$ cat config.mk
export PLATFORM = sky130hd
export DESIGN_NAME = osdfx_top
export DESIGN_NICKNAME = d
export VERILOG_FILES = /design/src/design/osdfx_pkg.sv /design/src/design/osdfx_linerep.sv /design/src/design/osdfx_top.sv
export SDC_FILE = /design/constraint.sdc
export NUM_CORES = 1
export LEC_CHECK = 0
export ABC_AREA = 1
export BUFFER_PORTS_ARGS = -buffer_cell sky130_fd_sc_hd__buf_2
export CAP_MARGIN = 25
export CORE_MARGIN = 10
export CORE_UTILIZATION = 50
export CTS_BUF_LIST = sky130_fd_sc_hd__clkbuf_8 sky130_fd_sc_hd__clkbuf_16
export DETAILED_ROUTE_END_ITERATION = 10
export PLACE_DENSITY_LB_ADDON = 0.08
export SLEW_MARGIN = 15
export SYNTH_ARGS = -nofsm -noshare
export SYNTH_HDL_FRONTEND = slang
export SYNTH_SLANG_ARGS = --single-unit
$ cat constraint.sdc
create_clock -name i_mclk -period 8 [get_ports i_mclk]
set_clock_uncertainty 0.15 [all_clocks]
set_input_delay 0.8 -clock i_mclk [delete_from_list [all_inputs] [get_ports i_mclk]]
set_output_delay 0.8 -clock i_mclk [all_outputs]
set_load 0.02 [all_outputs]
$ cat src/design/osdfx_pkg.sv
// How it works
// (RL1) Top feature-select bit set means box edges are drawn around the character.
// (RL2) Depressed bit picks raised or depressed; heavy bit picks normal or heavy box.
// (RL3) Normal box lowlight uses normal lowlight colour; heavy box uses heavy shadow colour.
// (RL4) Box pixels are replaced by the highlight colour or the applicable lowlight colour.
// (RL5) Own box may only overwrite the cell's top line and rightmost column.
// (RL6) Left edge is drawn in the rightmost column of the preceding character.
// (RL7) Bottom edge goes on top line below, or on the first skip line.
// (RL8) Software never boxes a window's leftmost character; uses a blank first character.
// (RL9) Software adds a skip line below a bottom row that holds boxes.
// (RL10) Software puts no skip lines inside a multi-row box.
// (RL11) Shadow uses the current font line and the line directly above it.
// (RL12) Current bit X is compared with bit X+1 of the line above.
// (RL13) Bit 11 of the current line is never shadowed.
// (RL14) Shadow mask bit 1 recolours the pixel with the heavy shadow colour.
// (RL15) Border uses the current font line plus the lines above and below.
// (RL16) Border mask from all eight neighbours; mask bit 1 gives heavy shadow colour.
// (RL17) Border results on cell perimeter lines and columns are not guaranteed.
// (RL18) Character lines are repeated so character height tracks image height.
// (RL19) Repetition only adds lines; a character never shows fewer than 18 lines.
// (RL20) Software keeps the two display windows from overlapping.
// (RL21) Software leaves at least two characters horizontally between the windows.
// (RL22) Codes 1xxx are boxes: bit 2 heavy, bit 1 depressed, bit 0 blinking.
// (RL23) Shadow bit is 1 when up-left pixel is lit and current pixel unlit.
// (RL24) Border bit is 1 when pixel unlit and any of eight neighbours lit.
// (RL25) Shadow and border act only for their own feature codes; else pass through.
package osdfx_pkg;

   // ==========================================================
   // Character cell geometry
   localparam int unsigned CELL_COLS = 12;
   localparam int unsigned CELL_LINES = 18;
   localparam logic [4:0] LAST_LINE = 5'h0011;
   localparam logic [3:0] LAST_COL = 4'h000b;

   // ==========================================================
   // Feature-select field
   localparam int unsigned FSEL_W = 4;
   localparam int unsigned BOX_ENABLE_BIT = 3;
   localparam int unsigned BOX_HEAVY_BIT = 2;
   localparam int unsigned BOX_DEPRESSED_BIT = 1;
   localparam int unsigned BLINK_BIT = 0;
   localparam logic [3:0] FSEL_NONE = 4'h0000;
   localparam logic [3:0] FSEL_BLINK = 4'h0001;
   localparam logic [3:0] FSEL_SHADOW = 4'h0002;
   localparam logic [3:0] FSEL_BORDER = 4'h0003;

   // ==========================================================
   // Register map (byte offsets)
   localparam logic [7:0] OFS_CTRL = 8'h0000;
   localparam logic [7:0] OFS_BOX_HIGHLIGHT = 8'h0004;
   localparam logic [7:0] OFS_NORMAL_LOWLIGHT = 8'h0008;
   localparam logic [7:0] OFS_HEAVY_SHADOW = 8'h000c;
   localparam logic [7:0] OFS_ROW_LINES = 8'h0010;
   localparam logic [7:0] OFS_STATUS = 8'h0014;

   // Control fields
   localparam int unsigned CTRL_FX_EN = 0;
   localparam int unsigned CTRL_REP_EN = 1;

   // Status fields
   localparam int unsigned STAT_LINE_LSB = 0;
   localparam int unsigned STAT_CNT_LSB = 16;

   // ==========================================================
   // Reset values
   localparam logic RST_FX_EN = 1'b1;
   localparam logic RST_REP_EN = 1'b0;
   localparam logic [7:0] RST_ROW_LINES = 8'h0012;
   localparam logic [8:0] RST_BOX_HIGHLIGHT = 9'h01ff;
   localparam logic [8:0] RST_NORMAL_LOWLIGHT = 9'h0092;
   localparam logic [8:0] RST_HEAVY_SHADOW = 9'h0000;

   // ==========================================================
   // AHB-Lite encodings
   localparam logic [1:0] HTRANS_NONSEQ = 2'h2;
   localparam logic [1:0] HTRANS_SEQ = 2'h3;

endpackage

$ cat src/design/osdfx_linerep.sv
`timescale 1ns/1ns
module osdfx_linerep (
   // Clock and reset
   input wire logic i_mclk,
   input wire logic i_reset,
   input wire logic i_ce,
   // Scan timing
   input wire logic i_row_start,
   input wire logic i_line_end,
   // Settings
   input wire logic i_enable,
   input wire logic [7:0] i_row_lines,
   // Result
   output logic [4:0] o_char_line,
   output logic o_row_done
);
   import osdfx_pkg::*;

   typedef struct packed {
      logic [4:0] line;
      logic [7:0] acc;
      logic done;
   } osdfx_rep_state_t;

   localparam logic [8:0] STEP = 9'(CELL_LINES);

   osdfx_rep_state_t s_q;
   osdfx_rep_state_t s_d;
   logic [8:0] span;
   logic [8:0] acc_n;

   always_comb begin
      // Spans below the cell height would shrink characters
      span = (!i_enable || i_row_lines < 8'(CELL_LINES)) ? STEP : {1'b0, i_row_lines}; // see (RL19)
      acc_n = {1'b0, s_q.acc} + STEP;
      s_d = s_q;
      s_d.done = 1'b0;
      if (i_row_start) begin
         s_d.line = 5'h0000;
         s_d.acc = 8'h0000;
      end else if (i_line_end) begin
         // Error accumulator spreads the repeats over the row
         if (acc_n >= span) begin // see (RL18)
            s_d.acc = 8'(acc_n - span);
            if (s_q.line == LAST_LINE) begin
               s_d.done = 1'b1;
            end else begin
               s_d.line = s_q.line + 5'h0001;
            end
         end else begin
            s_d.acc = acc_n[7:0];
         end
      end
   end

   always_ff @(posedge i_mclk or posedge i_reset) begin
      if (i_reset) begin
         s_q <= '0;
      end else if (i_ce) begin
         s_q <= s_d;
      end
   end

   assign o_char_line = s_q.line;
   assign o_row_done = s_q.done;

endmodule

$ cat src/design/osdfx_top.sv
`timescale 1ns/1ns
module osdfx_top #(
   parameter int unsigned ADDR_W = 8,
   parameter int unsigned COLOR_W = 9
) (
   // Clock, reset, enable
   input wire logic i_mclk,
   input wire logic i_reset,
   input wire logic i_ce,
   // AHB-Lite slave
   input wire logic i_hsel,
   input wire logic [ADDR_W-1:0] i_haddr,
   input wire logic [1:0] i_htrans,
   input wire logic i_hwrite,
   input wire logic [2:0] i_hsize,
   input wire logic [31:0] i_hwdata,
   input wire logic i_hready,
   output logic o_hreadyout,
   output logic o_hresp,
   output logic [31:0] o_hrdata,
   // Scan line timing
   input wire logic i_row_start,
   input wire logic i_line_end,
   input wire logic i_skip_line,
   input wire logic i_first_skip,
   output logic [4:0] o_char_line,
   output logic o_row_done,
   // Pixel stream in
   input wire logic i_pix_valid,
   input wire logic [3:0] i_pix_col,
   input wire logic [COLOR_W-1:0] i_pix_color,
   input wire logic [osdfx_pkg::FSEL_W-1:0] i_feature_select_field,
   input wire logic [osdfx_pkg::FSEL_W-1:0] i_next_feature,
   input wire logic [osdfx_pkg::FSEL_W-1:0] i_above_feature,
   input wire logic [osdfx_pkg::CELL_COLS-1:0] i_font_cur,
   input wire logic [osdfx_pkg::CELL_COLS-1:0] i_font_above,
   input wire logic [osdfx_pkg::CELL_COLS-1:0] i_font_below,
   // Pixel stream out
   output logic o_pix_valid,
   output logic [COLOR_W-1:0] o_pix_color,
   output logic o_pix_blink,
   output logic o_pix_override
);
   import osdfx_pkg::*;

   // ==========================================================
   // Parameter checks
   if (ADDR_W < 5 || ADDR_W > 32) begin : g_bad_addr
      $error("ADDR_W must lie between 5 and 32");
   end
   if (COLOR_W < 1 || COLOR_W > 15) begin : g_bad_color
      $error("COLOR_W must lie between 1 and 15");
   end

   localparam int unsigned CW = CELL_COLS;

   typedef struct packed {
      logic wr_pend;
      logic [ADDR_W-1:0] wr_addr;
      logic [31:0] rdata;
      logic fx_en;
      logic rep_en;
      logic [COLOR_W-1:0] c_high;
      logic [COLOR_W-1:0] c_low;
      logic [COLOR_W-1:0] c_heavy;
      logic [7:0] row_lines;
      logic [15:0] ovr_cnt;
      logic pix_valid;
      logic [COLOR_W-1:0] pix_color;
      logic pix_blink;
      logic pix_ovr;
   } osdfx_top_state_t;

   osdfx_top_state_t s_q;
   osdfx_top_state_t s_d;

   // ==========================================================
   // Mask functions; bit 11 is the leftmost pixel
   function automatic logic [CW-1:0] shadow_mask(input logic [CW-1:0] cur,
                                                 input logic [CW-1:0] above);
      logic [CW-1:0] m;
      m = '0;
      // Pixel above-left lit, own pixel dark
      m[CW-2:0] = above[CW-1:1] & ~cur[CW-2:0]; // see (RL12) (RL23)
      m[CW-1] = 1'b0; // see (RL13)
      return m;
   endfunction

   function automatic logic [CW-1:0] spread(input logic [CW-1:0] v);
      return v | (v << 1) | (v >> 1);
   endfunction

   function automatic logic [CW-1:0] border_mask(input logic [CW-1:0] cur,
                                                 input logic [CW-1:0] above,
                                                 input logic [CW-1:0] below);
      logic [CW-1:0] near;
      // Edges see zero outside the cell, so perimeter may be wrong
      near = spread(above) | spread(below) | (cur << 1) | (cur >> 1); // see (RL16) (RL17)
      return near & ~cur; // see (RL24)
   endfunction

   function automatic logic is_box(input logic [FSEL_W-1:0] f);
      return f[BOX_ENABLE_BIT]; // see (RL1) (RL22)
   endfunction

   function automatic logic [COLOR_W-1:0] reg_color(input logic [31:0] w);
      return w[COLOR_W-1:0];
   endfunction

   // ==========================================================
   // Line repetition
   logic [4:0] char_line;
   logic row_done;

   osdfx_linerep u_linerep (
      .i_mclk(i_mclk),
      .i_reset(i_reset),
      .i_ce(i_ce),
      .i_row_start(i_row_start),
      .i_line_end(i_line_end),
      .i_enable(s_q.rep_en),
      .i_row_lines(s_q.row_lines),
      .o_char_line(char_line),
      .o_row_done(row_done)
   );

   // ==========================================================
   // Bus decode
   logic addr_phase;
   logic rd_req;
   logic wr_req;
   logic [7:0] rd_ofs;
   logic [7:0] wr_ofs;
   logic [31:0] rd_word;
   logic [31:0] status_word;

   always_comb begin
      addr_phase = i_hsel && i_hready && i_ce &&
                   (i_htrans == HTRANS_NONSEQ || i_htrans == HTRANS_SEQ);
      rd_req = addr_phase && !i_hwrite;
      wr_req = addr_phase && i_hwrite;
      rd_ofs = 8'(i_haddr);
      wr_ofs = 8'(s_q.wr_addr);
   end

   always_comb begin
      status_word = '0;
      status_word[STAT_LINE_LSB +: 5] = char_line;
      status_word[STAT_CNT_LSB +: 16] = s_q.ovr_cnt;
      rd_word = '0;
      unique case (rd_ofs)
         OFS_CTRL: begin
            rd_word[CTRL_FX_EN] = s_q.fx_en;
            rd_word[CTRL_REP_EN] = s_q.rep_en;
         end
         OFS_BOX_HIGHLIGHT: rd_word[COLOR_W-1:0] = s_q.c_high;
         OFS_NORMAL_LOWLIGHT: rd_word[COLOR_W-1:0] = s_q.c_low;
         OFS_HEAVY_SHADOW: rd_word[COLOR_W-1:0] = s_q.c_heavy;
         OFS_ROW_LINES: rd_word[7:0] = s_q.row_lines;
         OFS_STATUS: rd_word = status_word;
         default: rd_word = '0;
      endcase
      // Read straight after a write to the same word sees the new data, except the status word, which still shows the old count
      // Unmapped words stay zero even straight after a write
      if (s_q.wr_pend && wr_ofs == rd_ofs &&
          (rd_ofs == OFS_CTRL || rd_ofs == OFS_BOX_HIGHLIGHT || rd_ofs == OFS_NORMAL_LOWLIGHT ||
           rd_ofs == OFS_HEAVY_SHADOW || rd_ofs == OFS_ROW_LINES)) begin
         rd_word = i_hwdata & (rd_ofs == OFS_ROW_LINES ? 32'h0000_00ff :
                               rd_ofs == OFS_CTRL ? 32'h0000_0003 :
                               32'((1 << COLOR_W) - 1));
      end
   end

   // ==========================================================
   // Pixel override
   logic [3:0] bit_idx;
   logic [CW-1:0] sh_m;
   logic [CW-1:0] bd_m;
   logic top_line;
   logic own_top;
   logic own_right;
   logic left_edge;
   logic bottom_edge;
   logic [COLOR_W-1:0] own_low;
   logic [COLOR_W-1:0] next_low;
   logic [COLOR_W-1:0] above_low;
   logic [COLOR_W-1:0] pix_out;
   logic pix_ovr;

   always_comb begin
      bit_idx = LAST_COL - i_pix_col;
      sh_m = shadow_mask(i_font_cur, i_font_above); // see (RL11)
      bd_m = border_mask(i_font_cur, i_font_above, i_font_below); // see (RL15)
      top_line = !i_skip_line && char_line == 5'h0000;
      // Own box reaches only its top line and right column
      own_top = is_box(i_feature_select_field) && top_line; // see (RL5)
      own_right = is_box(i_feature_select_field) && !i_skip_line &&
                  i_pix_col == LAST_COL; // see (RL5)
      left_edge = is_box(i_next_feature) && !i_skip_line && i_pix_col == LAST_COL; // see (RL6)
      bottom_edge = is_box(i_above_feature) && (i_skip_line ? i_first_skip : top_line); // see (RL7)
      own_low = i_feature_select_field[BOX_HEAVY_BIT] ? s_q.c_heavy : s_q.c_low; // see (RL3)
      next_low = i_next_feature[BOX_HEAVY_BIT] ? s_q.c_heavy : s_q.c_low; // see (RL3)
      above_low = i_above_feature[BOX_HEAVY_BIT] ? s_q.c_heavy : s_q.c_low; // see (RL3)
      pix_out = i_pix_color;
      pix_ovr = 1'b1;
      // Raised: top and left lit, right and bottom dark; depressed swaps
      if (!s_q.fx_en) begin
         pix_ovr = 1'b0;
      end else if (own_top) begin
         pix_out = i_feature_select_field[BOX_DEPRESSED_BIT] ? own_low : s_q.c_high; // see (RL2) (RL4)
      end else if (own_right) begin
         pix_out = i_feature_select_field[BOX_DEPRESSED_BIT] ? s_q.c_high : own_low; // see (RL2) (RL4)
      end else if (left_edge) begin
         pix_out = i_next_feature[BOX_DEPRESSED_BIT] ? next_low : s_q.c_high; // see (RL6) (RL4)
      end else if (bottom_edge) begin
         pix_out = i_above_feature[BOX_DEPRESSED_BIT] ? s_q.c_high : above_low; // see (RL7) (RL4)
      end else if (!i_skip_line && i_feature_select_field == FSEL_SHADOW &&
                   sh_m[bit_idx]) begin // see (RL25)
         pix_out = s_q.c_heavy; // see (RL14)
      end else if (!i_skip_line && i_feature_select_field == FSEL_BORDER &&
                   bd_m[bit_idx]) begin // see (RL25)
         pix_out = s_q.c_heavy; // see (RL16)
      end else begin
         pix_ovr = 1'b0;
      end
   end

   // ==========================================================
   // Next state
   always_comb begin
      s_d = s_q;
      s_d.wr_pend = wr_req;
      if (wr_req) begin
         s_d.wr_addr = i_haddr;
      end
      if (rd_req) begin
         s_d.rdata = rd_word;
      end
      if (s_q.wr_pend) begin
         unique case (wr_ofs)
            OFS_CTRL: begin
               s_d.fx_en = i_hwdata[CTRL_FX_EN];
               s_d.rep_en = i_hwdata[CTRL_REP_EN];
            end
            OFS_BOX_HIGHLIGHT: s_d.c_high = reg_color(i_hwdata);
            OFS_NORMAL_LOWLIGHT: s_d.c_low = reg_color(i_hwdata);
            OFS_HEAVY_SHADOW: s_d.c_heavy = reg_color(i_hwdata);
            OFS_ROW_LINES: s_d.row_lines = i_hwdata[7:0];
            OFS_STATUS: s_d.ovr_cnt = '0;
            default: s_d.wr_pend = wr_req;
         endcase
      end
      // Count wins over a clear in the same cycle; saturates
      if (i_pix_valid && pix_ovr && s_d.ovr_cnt != 16'hffff) begin
         s_d.ovr_cnt = s_d.ovr_cnt + 16'h0001;
      end
      s_d.pix_valid = i_pix_valid;
      if (i_pix_valid) begin
         s_d.pix_color = pix_out;
         s_d.pix_ovr = pix_ovr;
         s_d.pix_blink = i_feature_select_field[BLINK_BIT] &&
                         (is_box(i_feature_select_field) ||
                          i_feature_select_field == FSEL_BLINK); // see (RL22)
      end
   end

   always_ff @(posedge i_mclk or posedge i_reset) begin
      if (i_reset) begin
         s_q <= '0;
         s_q.fx_en <= RST_FX_EN;
         s_q.rep_en <= RST_REP_EN;
         s_q.c_high <= COLOR_W'(RST_BOX_HIGHLIGHT);
         s_q.c_low <= COLOR_W'(RST_NORMAL_LOWLIGHT);
         s_q.c_heavy <= COLOR_W'(RST_HEAVY_SHADOW);
         s_q.row_lines <= RST_ROW_LINES;
      end else if (i_ce) begin
         s_q <= s_d;
      end
   end

   // ==========================================================
   // Outputs; bus stalls while the clock enable is low
   assign o_hreadyout = i_ce;
   assign o_hresp = 1'b0;
   assign o_hrdata = s_q.rdata;
   assign o_char_line = char_line;
   assign o_row_done = row_done;
   assign o_pix_valid = s_q.pix_valid;
   assign o_pix_color = s_q.pix_color;
   assign o_pix_blink = s_q.pix_blink;
   assign o_pix_override = s_q.pix_ovr;

endmodule

==> results.json <==
{
  "rsz0062_at_grt": "no",
  "async_flop_share_pct": 100.0,
  "whs_ps": 241.4,
  "die_area_um2": 21960,
  "globalRouteOverflowTotal": 0,
  "drtAntennaViolNets": 0,
  "peakVddDrop_uv": 141.6,
  "synthFlopType": "dfrtp_1",
  "core_um2": 16000,
  "yosys.area_share.xor_xnor_pct": 2.771,
  "synth_top_family_by_area": "simple AND/OR/NAND/NOR gates",
  "path_cells": "o31ai_1, a21oi_1, nand2_1, ha_1, nand2_1, o21ai_1, nand2_1, nand2_1, a21oi_1, o21ai_1, nand2_1, nand2_1, nand2_1, nand2_1, a21boi_1, nor2_2, nand3_1, o21ai_0",
  "synthMuxAreaShare_pct": 0,
  "drv_cap": 0,
  "cts_sinks": 113,
  "post-route-util_pct": 57.88,
  "clk_latency_ps": 420,
  "io_buffer_count": 131,
  "ios": 169,
  "grt_pass1_wl_mm": 40.67,
  "clockBufferDepth": 2,
  "synth-seq-cells": 113,
  "slew_headroom_pct": 37.40,
  "row_count": 46,
  "grtUsageTotal_pct": 22.50,
  "netlist_area_um2": 8218,
  "required_ps": 8180,
  "cp_max_fo": 14,
  "startpoint": "s_q[29]",
  "cts_root_buffer": "clkbuf_16",
  "p_leak_uw": 0.004447,
  "cts.repair.resized": 0,
  "via_count": 8242,
  "outcome": "finished clean",
  "tightest_slew_ps": 935.5,
  "grt_pass1_vias": 7875,
  "synth_compound_area_share_pct": 16.93,
  "yosysSeqAreaShare_pct": 34.64,
  "synthTopCellsByArea": "dfrtp_1 (30%), nand2_1 (15%), o21ai_0 (8.2%)",
  "synth_edf_count": 0,
  "hold_viol": 0,
  "cts_hold_buf": 0,
  "worst_path_largest_cell_delay_ps": 550,
  "gp_congestion": 0.9037,
  "die_height_um": 148.2,
  "antenna_found_initial": 0,
  "start_kind": "flip-flop",
  "post-cts-setup-buffers": 0,
  "synth_simple_gate_area_share_pct": 30.05,
  "synth_adder_area_share_pct": 2.375,
  "setup_viol": 0,
  "cts_tree": "built",
  "ys_types": 44,
  "power.density_nw_per_um2": 210.0,
  "syn_to_final_growth_pct": 12.70,
  "htree_levels": 4,
  "yosysTopAreaCell": "dfrtp_1",
  "synth_top_cell_area_share_pct": 29.84,
  "critPathKind": "flip-flop to flip-flop",
  "period_needed_ps": 3509,
  "grt_start_max_net_pins": 78,
  "final_nets": 1439,
  "clkTransAtPathRegs_ps": 60,
  "dp_hpwl_mm": 18.45,
  "start_util_pct": 51.36,
  "avgSynthCellArea_um2": 6.681,
  "slowest_stage": "dfstp_2",
  "drt_wl_total_mm": 24.42,
  "yosys_warnings": 0,
  "cts_made_buffers": 17,
  "arrival_ps": 3690,
  "drt_iter0_markers": 721,
  "vias_per_cell": 5.366,
  "fmax_mhz": 285.0,
  "hp-class": "input pin to async pin",
  "drc": 0,
  "synth_commonest_cells": "nand2_1 (324), inv_1 (142), o21ai_0 (135), nor2_1 (112), dfrtp_1 (98)",
  "drt_first_pass_iters": 5,
  "yosysMostFrequentCell": "nand2_1",
  "antenna_cells": 0,
  "setup_tns_ps": 0,
  "timing.final.crit_share_pct": 43.86,
  "num-fill-cells": 1647,
  "path_common_cell": "nand2_1",
  "die_width_um": 148.2,
  "drv_slew": 0,
  "cp-end-kind": "flip-flop",
  "wire_per_inst_um": 15.90,
  "r2r_start": "s_q[29]",
  "synth_cells": 1230,
  "drive_gt1_share_pct": 15.68
}
==> flip-flops by register name, indices dropped and copies added (netlist names) <==
signal	cells
o_pix_override	1
s_q	54
u_linerep.s_q	8
wr_ofs	8
o_hrdata	25
o_pix_color	9
o_pix_valid	1
u_linerep.o_row_done	1
o_pix_blink	1
u_linerep.o_char_line	5
==> placed cells by master (no fill, tap or decap), types with 5 or more instances in the layout <==
cell type  instances
nand2_1          324
inv_1            141
o21ai_0          135
buf_2            131
nor2_1           112
dfrtp_1           98
a21oi_1           84
nand3_1           73
nand4_1           20
nor3_1            17
clkbuf_16         17
xor2_1            16
dfstp_2           15
ha_1              14
xnor2_1           10
nor4_1             9
o21ai_1            9
conb_1             8
o22ai_1            7
inv_2              6
a31oi_1            5
o211ai_1           5
o221ai_1           5
==> layer usage <==
metal  GRT usage, %  routed length, um
met1          29.29              10950
met2          36.15              11290
met3          5.188               1691
met4          7.136                492
met5              0                  0
==> worst max-delay path: cells and delay by family (launching register included) <==
family,cells,cell delay (ps)
simple gates,10,1250
fa+ha+maj,1,360
compound gates,7,1130
flops,1,550
==> through the flow <==
step	cell area (um^2)	instances	setup slack, ps	total power [uW]
2_1_floorplan	8244	1237	4087	1123
3_3_place_gp	8682	1503	4356	1241
3_5_place_dp	8682	1503	4302	1243
4_1_cts	9234	1535	4504	1950
5_1_grt	9261	1536	4012	2088
6_report	9261	1536	4491	1945
==> cells by family after synthesis <==
kind of cell | count (synthesis)
AND/OR/NAND/NOR | 579
XOR/XNOR | 26
flip-flops | 113
other | 1
adder cells (fa/ha/maj) | 15
AO/OA/AOI/OAI | 261
buffers and inverters | 235
==> area by class of cell <==
type / instances / area [um^2] / share of cell area (%)
well taps: 216 / 270.3 / 2.918
clock buffers: 20 / 466.7 / 5.039
clock inverters: 12 / 85.08 / 0.9187
inverters: 150 / 565.5 / 6.106
flip-flops and latches: 113 / 2846 / 30.73
multi-input cells: 889 / 4314 / 46.58
repair buffers: 136 / 713.2 / 7.701
==> where the power goes <==
group	total, uW	switching, uW	internal, uW
Combinational	578	377	201
Clock	703	284	419
Sequential	664	40.7	623
Total	1940	701	1240
==> final timing paths <==
check | endpoint | slack, ps | cells past startpoint
worst max-delay path | u_linerep.o_char_line[1] | 4490 | 18
worst max register to register | u_linerep.o_char_line[1] | 4490 | 18
worst min-delay path | o_pix_color[4] | 240 | 2
worst min register to register | o_hrdata[24] | 320 | 2
max in group asynchronous | s_q[59] | 6420 | 4
min in group i_mclk | o_hrdata[24] | 320 | 2
Note: power is estimated with default switching activity, not from simulation.
